==> src/shared/mbd_pkg.sv <==
// Constants and types shared by the instruction decode and timing block
package mbd_pkg;
  // Clock and instruction cycle timing
  localparam int unsigned CLK_PERIOD_NS = 100;
  localparam logic [2:0] CLKS_PER_ICYC = 3'h4;
  // Special function register addresses
  localparam logic [7:0] SFR_STRETCH = 8'h8E;
  localparam logic [7:0] SFR_PTR_SEL = 8'h86;
  localparam logic [7:0] STRETCH_RESET = 8'h01;
  localparam logic [7:0] PTR_SEL_RESET = 8'h00;
  localparam int unsigned STRETCH_LSB = 0;
  localparam int unsigned PTR_SEL_BIT = 0;
  localparam logic [3:0] XDATA_BASE_CYC = 4'h2;
  // Opcodes
  localparam logic [7:0] OP_NOP = 8'h00;
  localparam logic [7:0] OP_NOP_RSVD = 8'hA5;
  localparam logic [7:0] OP_CLR_C = 8'hC3;
  localparam logic [7:0] OP_CLR_BIT = 8'hC2;
  localparam logic [7:0] OP_SET_C = 8'hD3;
  localparam logic [7:0] OP_SET_BIT = 8'hD2;
  localparam logic [7:0] OP_CPL_C = 8'hB3;
  localparam logic [7:0] OP_CPL_BIT = 8'hB2;
  localparam logic [7:0] OP_AND_C_BIT = 8'h82;
  localparam logic [7:0] OP_AND_C_NBIT = 8'hB0;
  localparam logic [7:0] OP_OR_C_BIT = 8'h72;
  localparam logic [7:0] OP_OR_C_NBIT = 8'hA0;
  localparam logic [7:0] OP_MOV_C_BIT = 8'hA2;
  localparam logic [7:0] OP_MOV_BIT_C = 8'h92;
  localparam logic [7:0] OP_LOAD_PTR = 8'h90;
  localparam logic [7:0] OP_CODE_RD_PTR = 8'h93;
  localparam logic [7:0] OP_CODE_RD_PC = 8'h83;
  localparam logic [7:0] OP_XRD_PTR = 8'hE0;
  localparam logic [7:0] OP_XWR_PTR = 8'hF0;
  localparam logic [6:0] OP_XRD_IND = 7'h71;
  localparam logic [6:0] OP_XWR_IND = 7'h79;
  localparam logic [7:0] OP_MOV_DIR_DIR = 8'h85;
  localparam logic [7:0] OP_MOV_DIR_IMM = 8'h75;
  localparam logic [7:0] OP_PUSH = 8'hC0;
  localparam logic [7:0] OP_POP = 8'hD0;
  localparam logic [4:0] OP_XCH_REG = 5'h19;
  localparam logic [6:0] OP_XCH_IND = 7'h63;
  localparam logic [6:0] OP_NIBBLE_XCH = 7'h6B;
  localparam logic [4:0] OP_PAGE_JUMP_LO = 5'h01;
  localparam logic [4:0] OP_PAGE_CALL_LO = 5'h11;
  localparam logic [7:0] OP_FAR_CALL = 8'h12;
  localparam logic [7:0] OP_FAR_JUMP = 8'h02;
  localparam logic [7:0] OP_RETURN = 8'h22;
  localparam logic [7:0] OP_INT_RETURN = 8'h32;
  localparam logic [7:0] OP_NEAR_JUMP = 8'h80;
  localparam logic [7:0] OP_JUMP_C = 8'h40;
  localparam logic [7:0] OP_JUMP_NC = 8'h50;
  localparam logic [7:0] OP_JUMP_BIT = 8'h20;
  localparam logic [7:0] OP_JUMP_NBIT = 8'h30;
  localparam logic [7:0] OP_JUMP_BIT_CLR = 8'h10;
  localparam logic [7:0] OP_JUMP_IND = 8'h73;
  localparam logic [7:0] OP_JUMP_Z = 8'h60;
  localparam logic [7:0] OP_JUMP_NZ = 8'h70;
  localparam logic [7:0] OP_CMP_A_DIR = 8'hB5;
  localparam logic [7:0] OP_CMP_A_IMM = 8'hB4;
  localparam logic [4:0] OP_CMP_REG = 5'h17;
  localparam logic [6:0] OP_CMP_IND = 7'h5B;
  localparam logic [4:0] OP_DEC_REG = 5'h1B;
  localparam logic [7:0] OP_DEC_DIR = 8'hD5;
  // Instruction classes
  typedef enum logic [2:0] {
    MBD_CLS_OTHER = 3'b000,
    MBD_CLS_BOOL = 3'b001,
    MBD_CLS_MOVE = 3'b010,
    MBD_CLS_XDATA = 3'b011,
    MBD_CLS_BRANCH = 3'b100,
    MBD_CLS_NOP = 3'b101
  } mbd_class_t;
  typedef enum logic [1:0] {
    MBD_ST_FETCH = 2'b00,
    MBD_ST_OPER = 2'b01,
    MBD_ST_EXEC = 2'b10
  } mbd_state_t;
endpackage

==> src/design/mbd_decode.sv <==
// Instruction decode, fetch sequencing and cycle timing for the bit, move and branch groups
`timescale 1ns/1ns
`default_nettype none

module mbd_decode (
  input wire logic i_mclk,
  input wire logic i_rst_n,
  input wire logic [7:0] i_code_data,
  input wire logic i_code_valid,
  input wire logic i_sfr_wr,
  input wire logic [7:0] i_sfr_addr,
  input wire logic [7:0] i_sfr_wdata,
  output logic [7:0] o_sfr_rdata,
  output logic o_code_req,
  output logic [7:0] o_opcode,
  output logic [1:0] o_len_bytes,
  output logic [3:0] o_len_cycles,
  output logic [2:0] o_class,
  output logic o_use_ptr1,
  output logic o_xdata_wr,
  output logic o_busy,
  output logic o_instr_done
);

  // ===========================================
  // Decode functions
  function automatic logic [1:0] f_len(input logic [7:0] op);
    logic [1:0] n;
    n = 2'h1;
    if (op == mbd_pkg::OP_CLR_BIT || op == mbd_pkg::OP_SET_BIT ||
        op == mbd_pkg::OP_CPL_BIT) n = 2'h2;
    if (op == mbd_pkg::OP_AND_C_BIT || op == mbd_pkg::OP_AND_C_NBIT) n = 2'h2;
    if (op == mbd_pkg::OP_OR_C_BIT || op == mbd_pkg::OP_OR_C_NBIT) n = 2'h2;
    if (op == mbd_pkg::OP_MOV_C_BIT || op == mbd_pkg::OP_MOV_BIT_C) n = 2'h2;
    if (op == mbd_pkg::OP_LOAD_PTR) n = 2'h3;
    if (op == mbd_pkg::OP_MOV_DIR_DIR) n = 2'h3;
    if (op == mbd_pkg::OP_MOV_DIR_IMM) n = 2'h3;
    if (op == mbd_pkg::OP_PUSH || op == mbd_pkg::OP_POP) n = 2'h2;
    if (op[4:0] == mbd_pkg::OP_PAGE_JUMP_LO || op[4:0] == mbd_pkg::OP_PAGE_CALL_LO) n = 2'h2;
    if (op == mbd_pkg::OP_FAR_CALL || op == mbd_pkg::OP_FAR_JUMP) n = 2'h3;
    if (op == mbd_pkg::OP_NEAR_JUMP || op == mbd_pkg::OP_JUMP_C ||
        op == mbd_pkg::OP_JUMP_NC) n = 2'h2;
    if (op == mbd_pkg::OP_JUMP_BIT || op == mbd_pkg::OP_JUMP_NBIT ||
        op == mbd_pkg::OP_JUMP_BIT_CLR) n = 2'h3;
    if (op == mbd_pkg::OP_JUMP_Z || op == mbd_pkg::OP_JUMP_NZ) n = 2'h2;
    if (op == mbd_pkg::OP_CMP_A_DIR || op == mbd_pkg::OP_CMP_A_IMM ||
        op[7:3] == mbd_pkg::OP_CMP_REG || op[7:1] == mbd_pkg::OP_CMP_IND) n = 2'h3;
    if (op[7:3] == mbd_pkg::OP_DEC_REG) n = 2'h2;
    if (op == mbd_pkg::OP_DEC_DIR) n = 2'h3;
    return n;
  endfunction

  function automatic logic f_is_xdata(input logic [7:0] op);
    return op == mbd_pkg::OP_XRD_PTR || op == mbd_pkg::OP_XWR_PTR ||
           op[7:1] == mbd_pkg::OP_XRD_IND || op[7:1] == mbd_pkg::OP_XWR_IND;
  endfunction

  function automatic logic [3:0] f_cycles(input logic [7:0] op, input logic [2:0] stretch);
    logic [3:0] c;
    c = {2'h0, f_len(op)};
    if (op == mbd_pkg::OP_CODE_RD_PTR || op == mbd_pkg::OP_CODE_RD_PC) c = 4'h3;
    if (op[4:0] == mbd_pkg::OP_PAGE_JUMP_LO || op[4:0] == mbd_pkg::OP_PAGE_CALL_LO) c = 4'h3;
    if (op == mbd_pkg::OP_FAR_CALL || op == mbd_pkg::OP_FAR_JUMP) c = 4'h4;
    if (op == mbd_pkg::OP_RETURN || op == mbd_pkg::OP_INT_RETURN) c = 4'h4;
    if (op == mbd_pkg::OP_NEAR_JUMP || op == mbd_pkg::OP_JUMP_C ||
        op == mbd_pkg::OP_JUMP_NC) c = 4'h3;
    if (op == mbd_pkg::OP_JUMP_BIT || op == mbd_pkg::OP_JUMP_NBIT ||
        op == mbd_pkg::OP_JUMP_BIT_CLR) c = 4'h4;
    if (op == mbd_pkg::OP_JUMP_IND) c = 4'h3;
    if (op == mbd_pkg::OP_JUMP_Z || op == mbd_pkg::OP_JUMP_NZ) c = 4'h3;
    if (op == mbd_pkg::OP_CMP_A_DIR || op == mbd_pkg::OP_CMP_A_IMM ||
        op[7:3] == mbd_pkg::OP_CMP_REG || op[7:1] == mbd_pkg::OP_CMP_IND) c = 4'h4;
    if (op[7:3] == mbd_pkg::OP_DEC_REG) c = 4'h3;
    if (op == mbd_pkg::OP_DEC_DIR) c = 4'h4;
    if (f_is_xdata(op)) c = mbd_pkg::XDATA_BASE_CYC + {1'b0, stretch};
    return c;
  endfunction

  function automatic mbd_pkg::mbd_class_t f_class(input logic [7:0] op);
    mbd_pkg::mbd_class_t k;
    k = mbd_pkg::MBD_CLS_OTHER;
    if (op == mbd_pkg::OP_NOP || op == mbd_pkg::OP_NOP_RSVD) k = mbd_pkg::MBD_CLS_NOP;
    else if (f_is_xdata(op)) k = mbd_pkg::MBD_CLS_XDATA;
    else if (op[7:3] == mbd_pkg::OP_XCH_REG || op[7:1] == mbd_pkg::OP_XCH_IND ||
             op[7:1] == mbd_pkg::OP_NIBBLE_XCH) k = mbd_pkg::MBD_CLS_MOVE;
    else if (op[4:0] == mbd_pkg::OP_PAGE_JUMP_LO || op[4:0] == mbd_pkg::OP_PAGE_CALL_LO ||
             op == mbd_pkg::OP_FAR_CALL || op == mbd_pkg::OP_FAR_JUMP ||
             op == mbd_pkg::OP_RETURN || op == mbd_pkg::OP_INT_RETURN ||
             op == mbd_pkg::OP_NEAR_JUMP || op == mbd_pkg::OP_JUMP_C ||
             op == mbd_pkg::OP_JUMP_NC || op == mbd_pkg::OP_JUMP_BIT ||
             op == mbd_pkg::OP_JUMP_NBIT || op == mbd_pkg::OP_JUMP_BIT_CLR ||
             op == mbd_pkg::OP_JUMP_IND || op == mbd_pkg::OP_JUMP_Z ||
             op == mbd_pkg::OP_JUMP_NZ || op == mbd_pkg::OP_CMP_A_DIR ||
             op == mbd_pkg::OP_CMP_A_IMM || op[7:3] == mbd_pkg::OP_CMP_REG ||
             op[7:1] == mbd_pkg::OP_CMP_IND || op[7:3] == mbd_pkg::OP_DEC_REG ||
             op == mbd_pkg::OP_DEC_DIR) k = mbd_pkg::MBD_CLS_BRANCH;
    return k;
  endfunction

  // ===========================================
  // Special function registers
  logic [7:0] stretch_r;
  logic ptr_sel_r;

  always_ff @(posedge i_mclk) begin
    if (!i_rst_n) begin
      stretch_r <= mbd_pkg::STRETCH_RESET;
    end else if (i_sfr_wr && i_sfr_addr == mbd_pkg::SFR_STRETCH) begin
      stretch_r <= i_sfr_wdata;
    end
  end

  always_ff @(posedge i_mclk) begin
    if (!i_rst_n) begin
      ptr_sel_r <= mbd_pkg::PTR_SEL_RESET[0];
    end else if (i_sfr_wr && i_sfr_addr == mbd_pkg::SFR_PTR_SEL) begin
      ptr_sel_r <= i_sfr_wdata[mbd_pkg::PTR_SEL_BIT];
    end
  end

  // Read data registered so the output stays flop driven; unused select bits read zero
  always_ff @(posedge i_mclk) begin
    if (!i_rst_n) begin
      o_sfr_rdata <= 8'h00;
    end else if (i_sfr_addr == mbd_pkg::SFR_STRETCH) begin
      o_sfr_rdata <= stretch_r;
    end else if (i_sfr_addr == mbd_pkg::SFR_PTR_SEL) begin
      o_sfr_rdata <= {7'h00, ptr_sel_r};
    end else begin
      o_sfr_rdata <= 8'h00;
    end
  end

  // ===========================================
  // Fetch and execute sequencer
  mbd_pkg::mbd_state_t state_r;
  logic [1:0] clk_cnt_r;
  logic [1:0] bytes_left_r;
  logic [3:0] cyc_left_r;
  logic icyc_end;

  assign icyc_end = clk_cnt_r == 2'(mbd_pkg::CLKS_PER_ICYC - 3'h1);

  // Clock divider free runs so every instruction cycle is exactly four clocks
  always_ff @(posedge i_mclk) begin
    if (!i_rst_n) begin
      clk_cnt_r <= 2'h0;
    end else begin
      clk_cnt_r <= clk_cnt_r + 2'h1;
    end
  end

  always_ff @(posedge i_mclk) begin
    if (!i_rst_n) begin
      state_r <= mbd_pkg::MBD_ST_FETCH;
      bytes_left_r <= 2'h0;
      cyc_left_r <= 4'h0;
      o_opcode <= 8'h00;
      o_len_bytes <= 2'h0;
      o_len_cycles <= 4'h0;
      o_class <= 3'b000;
      o_use_ptr1 <= 1'b0;
      o_xdata_wr <= 1'b0;
    end else begin
      case (state_r)
        mbd_pkg::MBD_ST_FETCH: begin
          if (i_code_valid && o_code_req) begin
            o_opcode <= i_code_data;
            o_len_bytes <= f_len(i_code_data);
            o_len_cycles <= f_cycles(i_code_data, stretch_r[2:0]);
            o_class <= f_class(i_code_data);
            o_use_ptr1 <= ptr_sel_r;
            o_xdata_wr <= i_code_data == mbd_pkg::OP_XWR_PTR ||
                          i_code_data[7:1] == mbd_pkg::OP_XWR_IND;
            bytes_left_r <= f_len(i_code_data) - 2'h1;
            cyc_left_r <= f_cycles(i_code_data, stretch_r[2:0]);
            state_r <= (f_len(i_code_data) > 2'h1) ? mbd_pkg::MBD_ST_OPER
                                                   : mbd_pkg::MBD_ST_EXEC;
          end
        end
        mbd_pkg::MBD_ST_OPER: begin
          if (icyc_end && cyc_left_r != 4'h0) begin
            cyc_left_r <= cyc_left_r - 4'h1;
          end
          if (i_code_valid && o_code_req) begin
            bytes_left_r <= bytes_left_r - 2'h1;
            if (bytes_left_r == 2'h1) state_r <= mbd_pkg::MBD_ST_EXEC;
          end
        end
        mbd_pkg::MBD_ST_EXEC: begin
          if (icyc_end) begin
            if (cyc_left_r <= 4'h1) begin
              cyc_left_r <= 4'h0;
              state_r <= mbd_pkg::MBD_ST_FETCH;
            end else begin
              cyc_left_r <= cyc_left_r - 4'h1;
            end
          end
        end
        default: state_r <= mbd_pkg::MBD_ST_FETCH;
      endcase
    end
  end

  // Code request held while bytes are still owed; dropped on the accepting edge
  always_ff @(posedge i_mclk) begin
    if (!i_rst_n) begin
      o_code_req <= 1'b0;
    end else if (i_code_valid && o_code_req) begin
      o_code_req <= state_r == mbd_pkg::MBD_ST_OPER ? bytes_left_r > 2'h1
                                                     : f_len(i_code_data) > 2'h1;
    end else begin
      o_code_req <= state_r == mbd_pkg::MBD_ST_FETCH ||
                    (state_r == mbd_pkg::MBD_ST_OPER && bytes_left_r != 2'h0);
    end
  end

  always_ff @(posedge i_mclk) begin
    if (!i_rst_n) begin
      o_busy <= 1'b0;
      o_instr_done <= 1'b0;
    end else begin
      o_busy <= state_r != mbd_pkg::MBD_ST_FETCH;
      o_instr_done <= state_r == mbd_pkg::MBD_ST_EXEC && icyc_end && cyc_left_r <= 4'h1;
    end
  end

  // ===========================================
  // Checks
  // Opcode accept strobe shared by the checks from chk_bit_len to chk_dec_len
  logic op_take;
  assign op_take = state_r == mbd_pkg::MBD_ST_FETCH && i_code_valid && o_code_req;

  chk_icyc_four: assert property (@(posedge i_mclk) disable iff (!i_rst_n)
    icyc_end |=> !icyc_end [*3] ##1 icyc_end) else $error("instruction cycle not four clocks");

  chk_xdata_len: assert property (@(posedge i_mclk) disable iff (!i_rst_n)
    (state_r == mbd_pkg::MBD_ST_FETCH && i_code_valid && o_code_req &&
     f_is_xdata(i_code_data)) |=> o_len_cycles == 4'h2 + {1'b0, $past(stretch_r[2:0])})
    else $error("external move cycle count wrong");

  chk_far_len: assert property (@(posedge i_mclk) disable iff (!i_rst_n)
    (state_r == mbd_pkg::MBD_ST_FETCH && i_code_valid && o_code_req &&
     i_code_data == mbd_pkg::OP_FAR_JUMP) |=> o_len_bytes == 2'h3 && o_len_cycles == 4'h4)
    else $error("far jump length wrong");

  chk_nop_len: assert property (@(posedge i_mclk) disable iff (!i_rst_n)
    (state_r == mbd_pkg::MBD_ST_FETCH && i_code_valid && o_code_req &&
     i_code_data == mbd_pkg::OP_NOP_RSVD) |=> o_class == 3'b101 && o_len_cycles == 4'h1)
    else $error("reserved opcode not a no-operation");

  chk_ptr_sel: assert property (@(posedge i_mclk) disable iff (!i_rst_n)
    (state_r == mbd_pkg::MBD_ST_FETCH && i_code_valid && o_code_req) |=>
    o_use_ptr1 == $past(ptr_sel_r)) else $error("pointer select not captured");

  chk_no_early_fetch: assert property (@(posedge i_mclk) disable iff (!i_rst_n)
    (state_r == mbd_pkg::MBD_ST_EXEC) |-> !o_code_req) else $error("fetch during execute");

  chk_bit_len: assert property (@(posedge i_mclk) disable iff (!i_rst_n)
    (op_take && (i_code_data == mbd_pkg::OP_CLR_BIT || i_code_data == mbd_pkg::OP_SET_BIT ||
     i_code_data == mbd_pkg::OP_CPL_BIT))
    |=> o_len_bytes == 2'h2 && o_len_cycles == 4'h2)
    else $error("bit operation length wrong");

  chk_and_len: assert property (@(posedge i_mclk) disable iff (!i_rst_n)
    (op_take && (i_code_data == mbd_pkg::OP_AND_C_BIT || i_code_data == mbd_pkg::OP_AND_C_NBIT))
    |=> o_len_bytes == 2'h2 && o_len_cycles == 4'h2)
    else $error("carry AND length wrong");

  chk_ptr_load: assert property (@(posedge i_mclk) disable iff (!i_rst_n)
    (op_take && i_code_data == mbd_pkg::OP_LOAD_PTR)
    |=> o_len_bytes == 2'h3 && o_len_cycles == 4'h3)
    else $error("pointer load length wrong");

  chk_code_read: assert property (@(posedge i_mclk) disable iff (!i_rst_n)
    (op_take && (i_code_data == mbd_pkg::OP_CODE_RD_PTR || i_code_data == mbd_pkg::OP_CODE_RD_PC))
    |=> o_len_bytes == 2'h1 && o_len_cycles == 4'h3)
    else $error("code byte read length wrong");

  chk_xdata_form: assert property (@(posedge i_mclk) disable iff (!i_rst_n)
    (op_take && f_is_xdata(i_code_data))
    |=> o_len_bytes == 2'h1 && o_class == 3'b011)
    else $error("external move form wrong");

  chk_exch_len: assert property (@(posedge i_mclk) disable iff (!i_rst_n)
    (op_take && (i_code_data[7:3] == mbd_pkg::OP_XCH_REG || i_code_data[7:1] == mbd_pkg::OP_XCH_IND ||
     i_code_data[7:1] == mbd_pkg::OP_NIBBLE_XCH))
    |=> o_len_bytes == 2'h1 && o_len_cycles == 4'h1 && o_class == 3'b010)
    else $error("exchange length wrong");

  chk_page_len: assert property (@(posedge i_mclk) disable iff (!i_rst_n)
    (op_take && (i_code_data[4:0] == mbd_pkg::OP_PAGE_JUMP_LO ||
     i_code_data[4:0] == mbd_pkg::OP_PAGE_CALL_LO))
    |=> o_len_bytes == 2'h2 && o_len_cycles == 4'h3 && o_class == 3'b100)
    else $error("page branch length wrong");

  chk_return_len: assert property (@(posedge i_mclk) disable iff (!i_rst_n)
    (op_take && (i_code_data == mbd_pkg::OP_RETURN || i_code_data == mbd_pkg::OP_INT_RETURN))
    |=> o_len_bytes == 2'h1 && o_len_cycles == 4'h4 && o_class == 3'b100)
    else $error("return length wrong");

  chk_rel_len: assert property (@(posedge i_mclk) disable iff (!i_rst_n)
    (op_take && (i_code_data == mbd_pkg::OP_NEAR_JUMP || i_code_data == mbd_pkg::OP_JUMP_C ||
     i_code_data == mbd_pkg::OP_JUMP_NC))
    |=> o_len_bytes == 2'h2 && o_len_cycles == 4'h3)
    else $error("relative jump length wrong");

  chk_bit_jump: assert property (@(posedge i_mclk) disable iff (!i_rst_n)
    (op_take && (i_code_data == mbd_pkg::OP_JUMP_BIT || i_code_data == mbd_pkg::OP_JUMP_NBIT ||
     i_code_data == mbd_pkg::OP_JUMP_BIT_CLR))
    |=> o_len_bytes == 2'h3 && o_len_cycles == 4'h4)
    else $error("bit test jump length wrong");

  chk_cmp_len: assert property (@(posedge i_mclk) disable iff (!i_rst_n)
    (op_take && (i_code_data == mbd_pkg::OP_CMP_A_DIR || i_code_data == mbd_pkg::OP_CMP_A_IMM ||
     i_code_data[7:3] == mbd_pkg::OP_CMP_REG || i_code_data[7:1] == mbd_pkg::OP_CMP_IND))
    |=> o_len_bytes == 2'h3 && o_len_cycles == 4'h4)
    else $error("compare jump length wrong");

  chk_dec_len: assert property (@(posedge i_mclk) disable iff (!i_rst_n)
    (op_take && i_code_data[7:3] == mbd_pkg::OP_DEC_REG)
    |=> o_len_bytes == 2'h2 && o_len_cycles == 4'h3)
    else $error("register decrement jump length wrong");

  chk_done_pulse: assert property (@(posedge i_mclk) disable iff (!i_rst_n)
    o_instr_done |=> !o_instr_done && o_code_req)
    else $error("done not a single pulse before next fetch");

endmodule // mbd_decode

`default_nettype wire

==> config.mk <==
export PLATFORM = sky130hd
export DESIGN_NAME = mbd_decode
export DESIGN_NICKNAME = d
export VERILOG_FILES = /design/src/shared/mbd_pkg.sv /design/src/design/mbd_decode.sv
export SDC_FILE = /design/constraint.sdc
export NUM_CORES = 1
export LEC_CHECK = 0
export BUFFER_PORTS_ARGS = -buffer_cell sky130_fd_sc_hd__buf_2
export CORE_MARGIN = 5
export CORE_UTILIZATION = 56
export CTS_BUF_LIST = sky130_fd_sc_hd__clkbuf_8
export DETAILED_ROUTE_END_ITERATION = 16
export GPL_TIMING_DRIVEN = 1
export HOLD_SLACK_MARGIN = 0.05
export PLACE_DENSITY = 0.83
export SLEW_MARGIN = 5
export SYNTH_ARGS = -nofsm -noshare
export SYNTH_HDL_FRONTEND = slang
export SYNTH_SLANG_ARGS = --single-unit
==> constraint.sdc <==
create_clock -name i_mclk -period 4.3 [get_ports i_mclk]
set_clock_uncertainty 0.15 [all_clocks]
set_input_delay 0.86 -clock i_mclk [delete_from_list [all_inputs] [get_ports i_mclk]]
set_output_delay 0.86 -clock i_mclk [all_outputs]
set_load 0.02 [all_outputs]
==> results.py <==
metrics = {
    "synthesis": {
        "yosys.area.top_type": "dfxtp_1",
        "synth_top_area_share_pct": 38.2,
        "synthesis.area_mm2": 0.00257,
        "ys_seq_area_share_pct": 38.2,
        "yosysMostFrequentCell": "dfxtp_1",
        "synth.distinct_cells": 65,
        "netlist_instances": 291,
        "synth-async-reset-ratio_pct": 0,
        "synthTopCellsByCount": "dfxtp_1, nand2_1, nor2_1, a21oi_1, and2_1",
        "netlist_top_cells_area": "dfxtp_1, ha_1, nand2_1, mux2i_1, nor2_1",
        "synth_nets": 331,
        "avgSynthCellArea_um2": 8.84,
        "yosys_register_bits": 49,
        "synth_edf_count": 0,
        "ys_warn_count": 0,
        "synthFlopType": "dfxtp_1",
    },
    "power": {
        "switching_share_pct": 38.3,
        "p_comb_share_pct": 36.9,
        "switchingPower_uw": 512,
        "clkPwrFrac_pct": 21.5,
        "power_density_mw_per_mm2": 455,
        "p_total_uw": 1340,
        "power_leakage_uw": 0.00134,
        "peakVddDrop_v": 0.000221,
        "seq_power_share_pct": 41.6,
        "internal_power_uw": 824,
    },
    "place": {
        "place_congestion": 0.950,
        "hpwl_mm": 4.40,
        "port_buffers": 57,
    },
    "detailed_routing": {
        "drt-wirelength-per-cell_um": 15.1,
        "vias": 2219,
        "drcViolationCount": 0,
        "detail-route-antenna-nets": 0,
        "vias_per_cell": 5.68,
        "drtIter0Drc": 123,
        "dr.pass1.iters": 4,
        "routed_wl_mm": 5.92,
    },
    "sta": {
        "finalSetupViolations": 0,
        "finalCriticalPeriod_ps": 2790,
        "final.setup.tns_ps": 0,
        "slew_violations": 0,
        "max_freq_ghz": 0.358,
        "slew_headroom_pct": 49.7,
        "worst_slew_pin_slew_ps": 750,
        "timing.final.crit_share_pct": 64.9,
        "hold_viol": 0,
        "rsz0062_at_grt": "false",
    },
    "floorplan": {
        "core_area_mm2": 0.00441,
        "die_h_um": 77.8,
        "rows": 24,
        "start_util_pct": 58.2,
        "fp.dieW_um": 77.8,
        "die_area_mm2": 0.00605,
        "ios": 58,
    },
    "global_route": {
        "grt_overflow_total": 0,
        "grt_max_degree": 27,
        "grt_pass1_vias": 2130,
        "grtUsageTotal_pct": 19.7,
        "grt_first_pass_wirelength_mm": 9.90,
        "antenna_found_initial": 0,
    },
    "flow_run": {
        "cap_violations": 0,
    },
    "cts": {
        "cts_resized": 0,
        "cts_sinks": 49,
        "post_cts_buffers": 0,
        "cts_tree": "done",
        "cts_root_buf": "clkbuf_8",
        "clkLatencyLatePin_ps": 310,
        "clk_path_buf_depth": 2,
        "cts_buffers": 5,
        "clk_pin_slew_ps": 100,
        "cts.hold.buffers_added": 0,
        "h-tree-depth": 2,
    },
    "setup_path": {
        "cp_slowest_cell": "ha_1",
        "critPathCaptureType": "register",
        "reg2reg_slack_ps": 1940,
        "cp_data_arrival_time_ps": 2840,
        "path_max_fanout": 11,
        "path_class": "input port to register",
        "crit_path_start_kind": "input port",
        "crit_chain": "buf_2 > nor2_1 > o32ai_1 > a31o_4 > nor4_2 > ha_1 > nor3b_1 > a21oi_1 > o221a_2",
        "crit_required_ps": 4350,
        "max_stage_delay_ps": 290,
    },
    "layout": {
        "final_util_pct": 66.6,
        "n_antenna_cell": 0,
        "drive_gt1_share_pct": 24.2,
        "fillers": 379,
        "nNetsFinal": 378,
        "syn_to_final_growth_pct": 14.3,
    },
    "min_path": {
        "hp-class": "register to register",
    },
    "outcome": {
        "status": "completed",
    },
}
==> stage by stage <==
step / cell area [um^2] / cells / hold slack [ps] / worst slack, ps
floorplan: 2570 / 291 / 249 / 1420
global placement: 2840 / 383 / 262 / 1310
detailed placement: 2840 / 383 / 262 / 1220
CTS: 2940 / 391 / 277 / 1530
global route: 2940 / 391 / 302 / 1430
finish: 2940 / 391 / 273 / 1510
==> placed cells by master, fill, tap and decap left out, types with 7 or more instances in the layout <==
cell      n
nor2_1   24
dfxtp_1  49
buf_2    57
and2_1   14
nor3_1    7
ha_1     12
mux2i_1  12
nand2_1  36
inv_1    13
a21oi_1  16
nand3_1   7
==> worst max-delay path, delay by kind of cell <==
family	cells	cell delay, ps
buf+inv	1	170
fa+ha+maj	1	290
compound gates	4	790
simple gates	3	740
==> registers in the layout, summed over array words and instances, names as in the netlist <==
name          count
o_opcode          8
o_sfr_rdata       8
stretch_r         8
cyc_left_r        4
o_len_cycles      4
o_class           3
bytes_left_r      2
clk_cnt_r         2
o_len_bytes       2
state_r           2
o_busy            1
o_code_req        1
o_instr_done      1
o_use_ptr1        1
o_xdata_wr        1
ptr_sel_r         1
==> logic make-up after synthesis <==
family | synth area share [%]
AND/OR/NAND/NOR | 26.9
AO/OA/AOI/OAI | 18.6
flip-flops | 38.2
buffers and inverters | 5.16
multiplexers | 4.67
adder cells (fa/ha/maj) | 5.84
XOR/XNOR | 0.681
==> worst paths after layout <==
check | start | depth (start not counted) | endpoint
max | i_code_data[3] | 9 | bytes_left_r[1]
min reg2reg | clk_cnt_r[0] | 1 | clk_cnt_r[0]
min | clk_cnt_r[0] | 1 | clk_cnt_r[0]
max reg2reg | state_r[0] | 6 | o_class[2]
==> metal layers <==
layer / vias to the layer above / track usage [%] / wire length, um
met2: 55 / 32.3 / 2810
met4: 0 / 5.33 / 46
met1: 1027 / 25.9 / 2730
met5: - / 0 / 0
li1: 1132 / - / -
met3: 5 / 4.28 / 328
==> power groups by stage <==
stage / Clock, uW / Sequential (uW) / Combinational [uW]
floorplan: 0 / 597 / 330
global placement: 0 / 562 / 477
detailed placement: 0 / 565 / 491
CTS: 298 / 555 / 492
global route: 319 / 562 / 537
finish: 288 / 556 / 493
==> area by class of cell <==
class	count	area [um^2]	area share, %
timing repair buffer	57	285	9.71
tap	52	65.1	2.21
multi-input combinational	211	1460	49.6
clock inverter	3	28.8	0.979
sequential	49	981	33.4
clock buffer	5	68.8	2.34
inverter	14	52.6	1.79
Power figures use the tool's default switching activity.
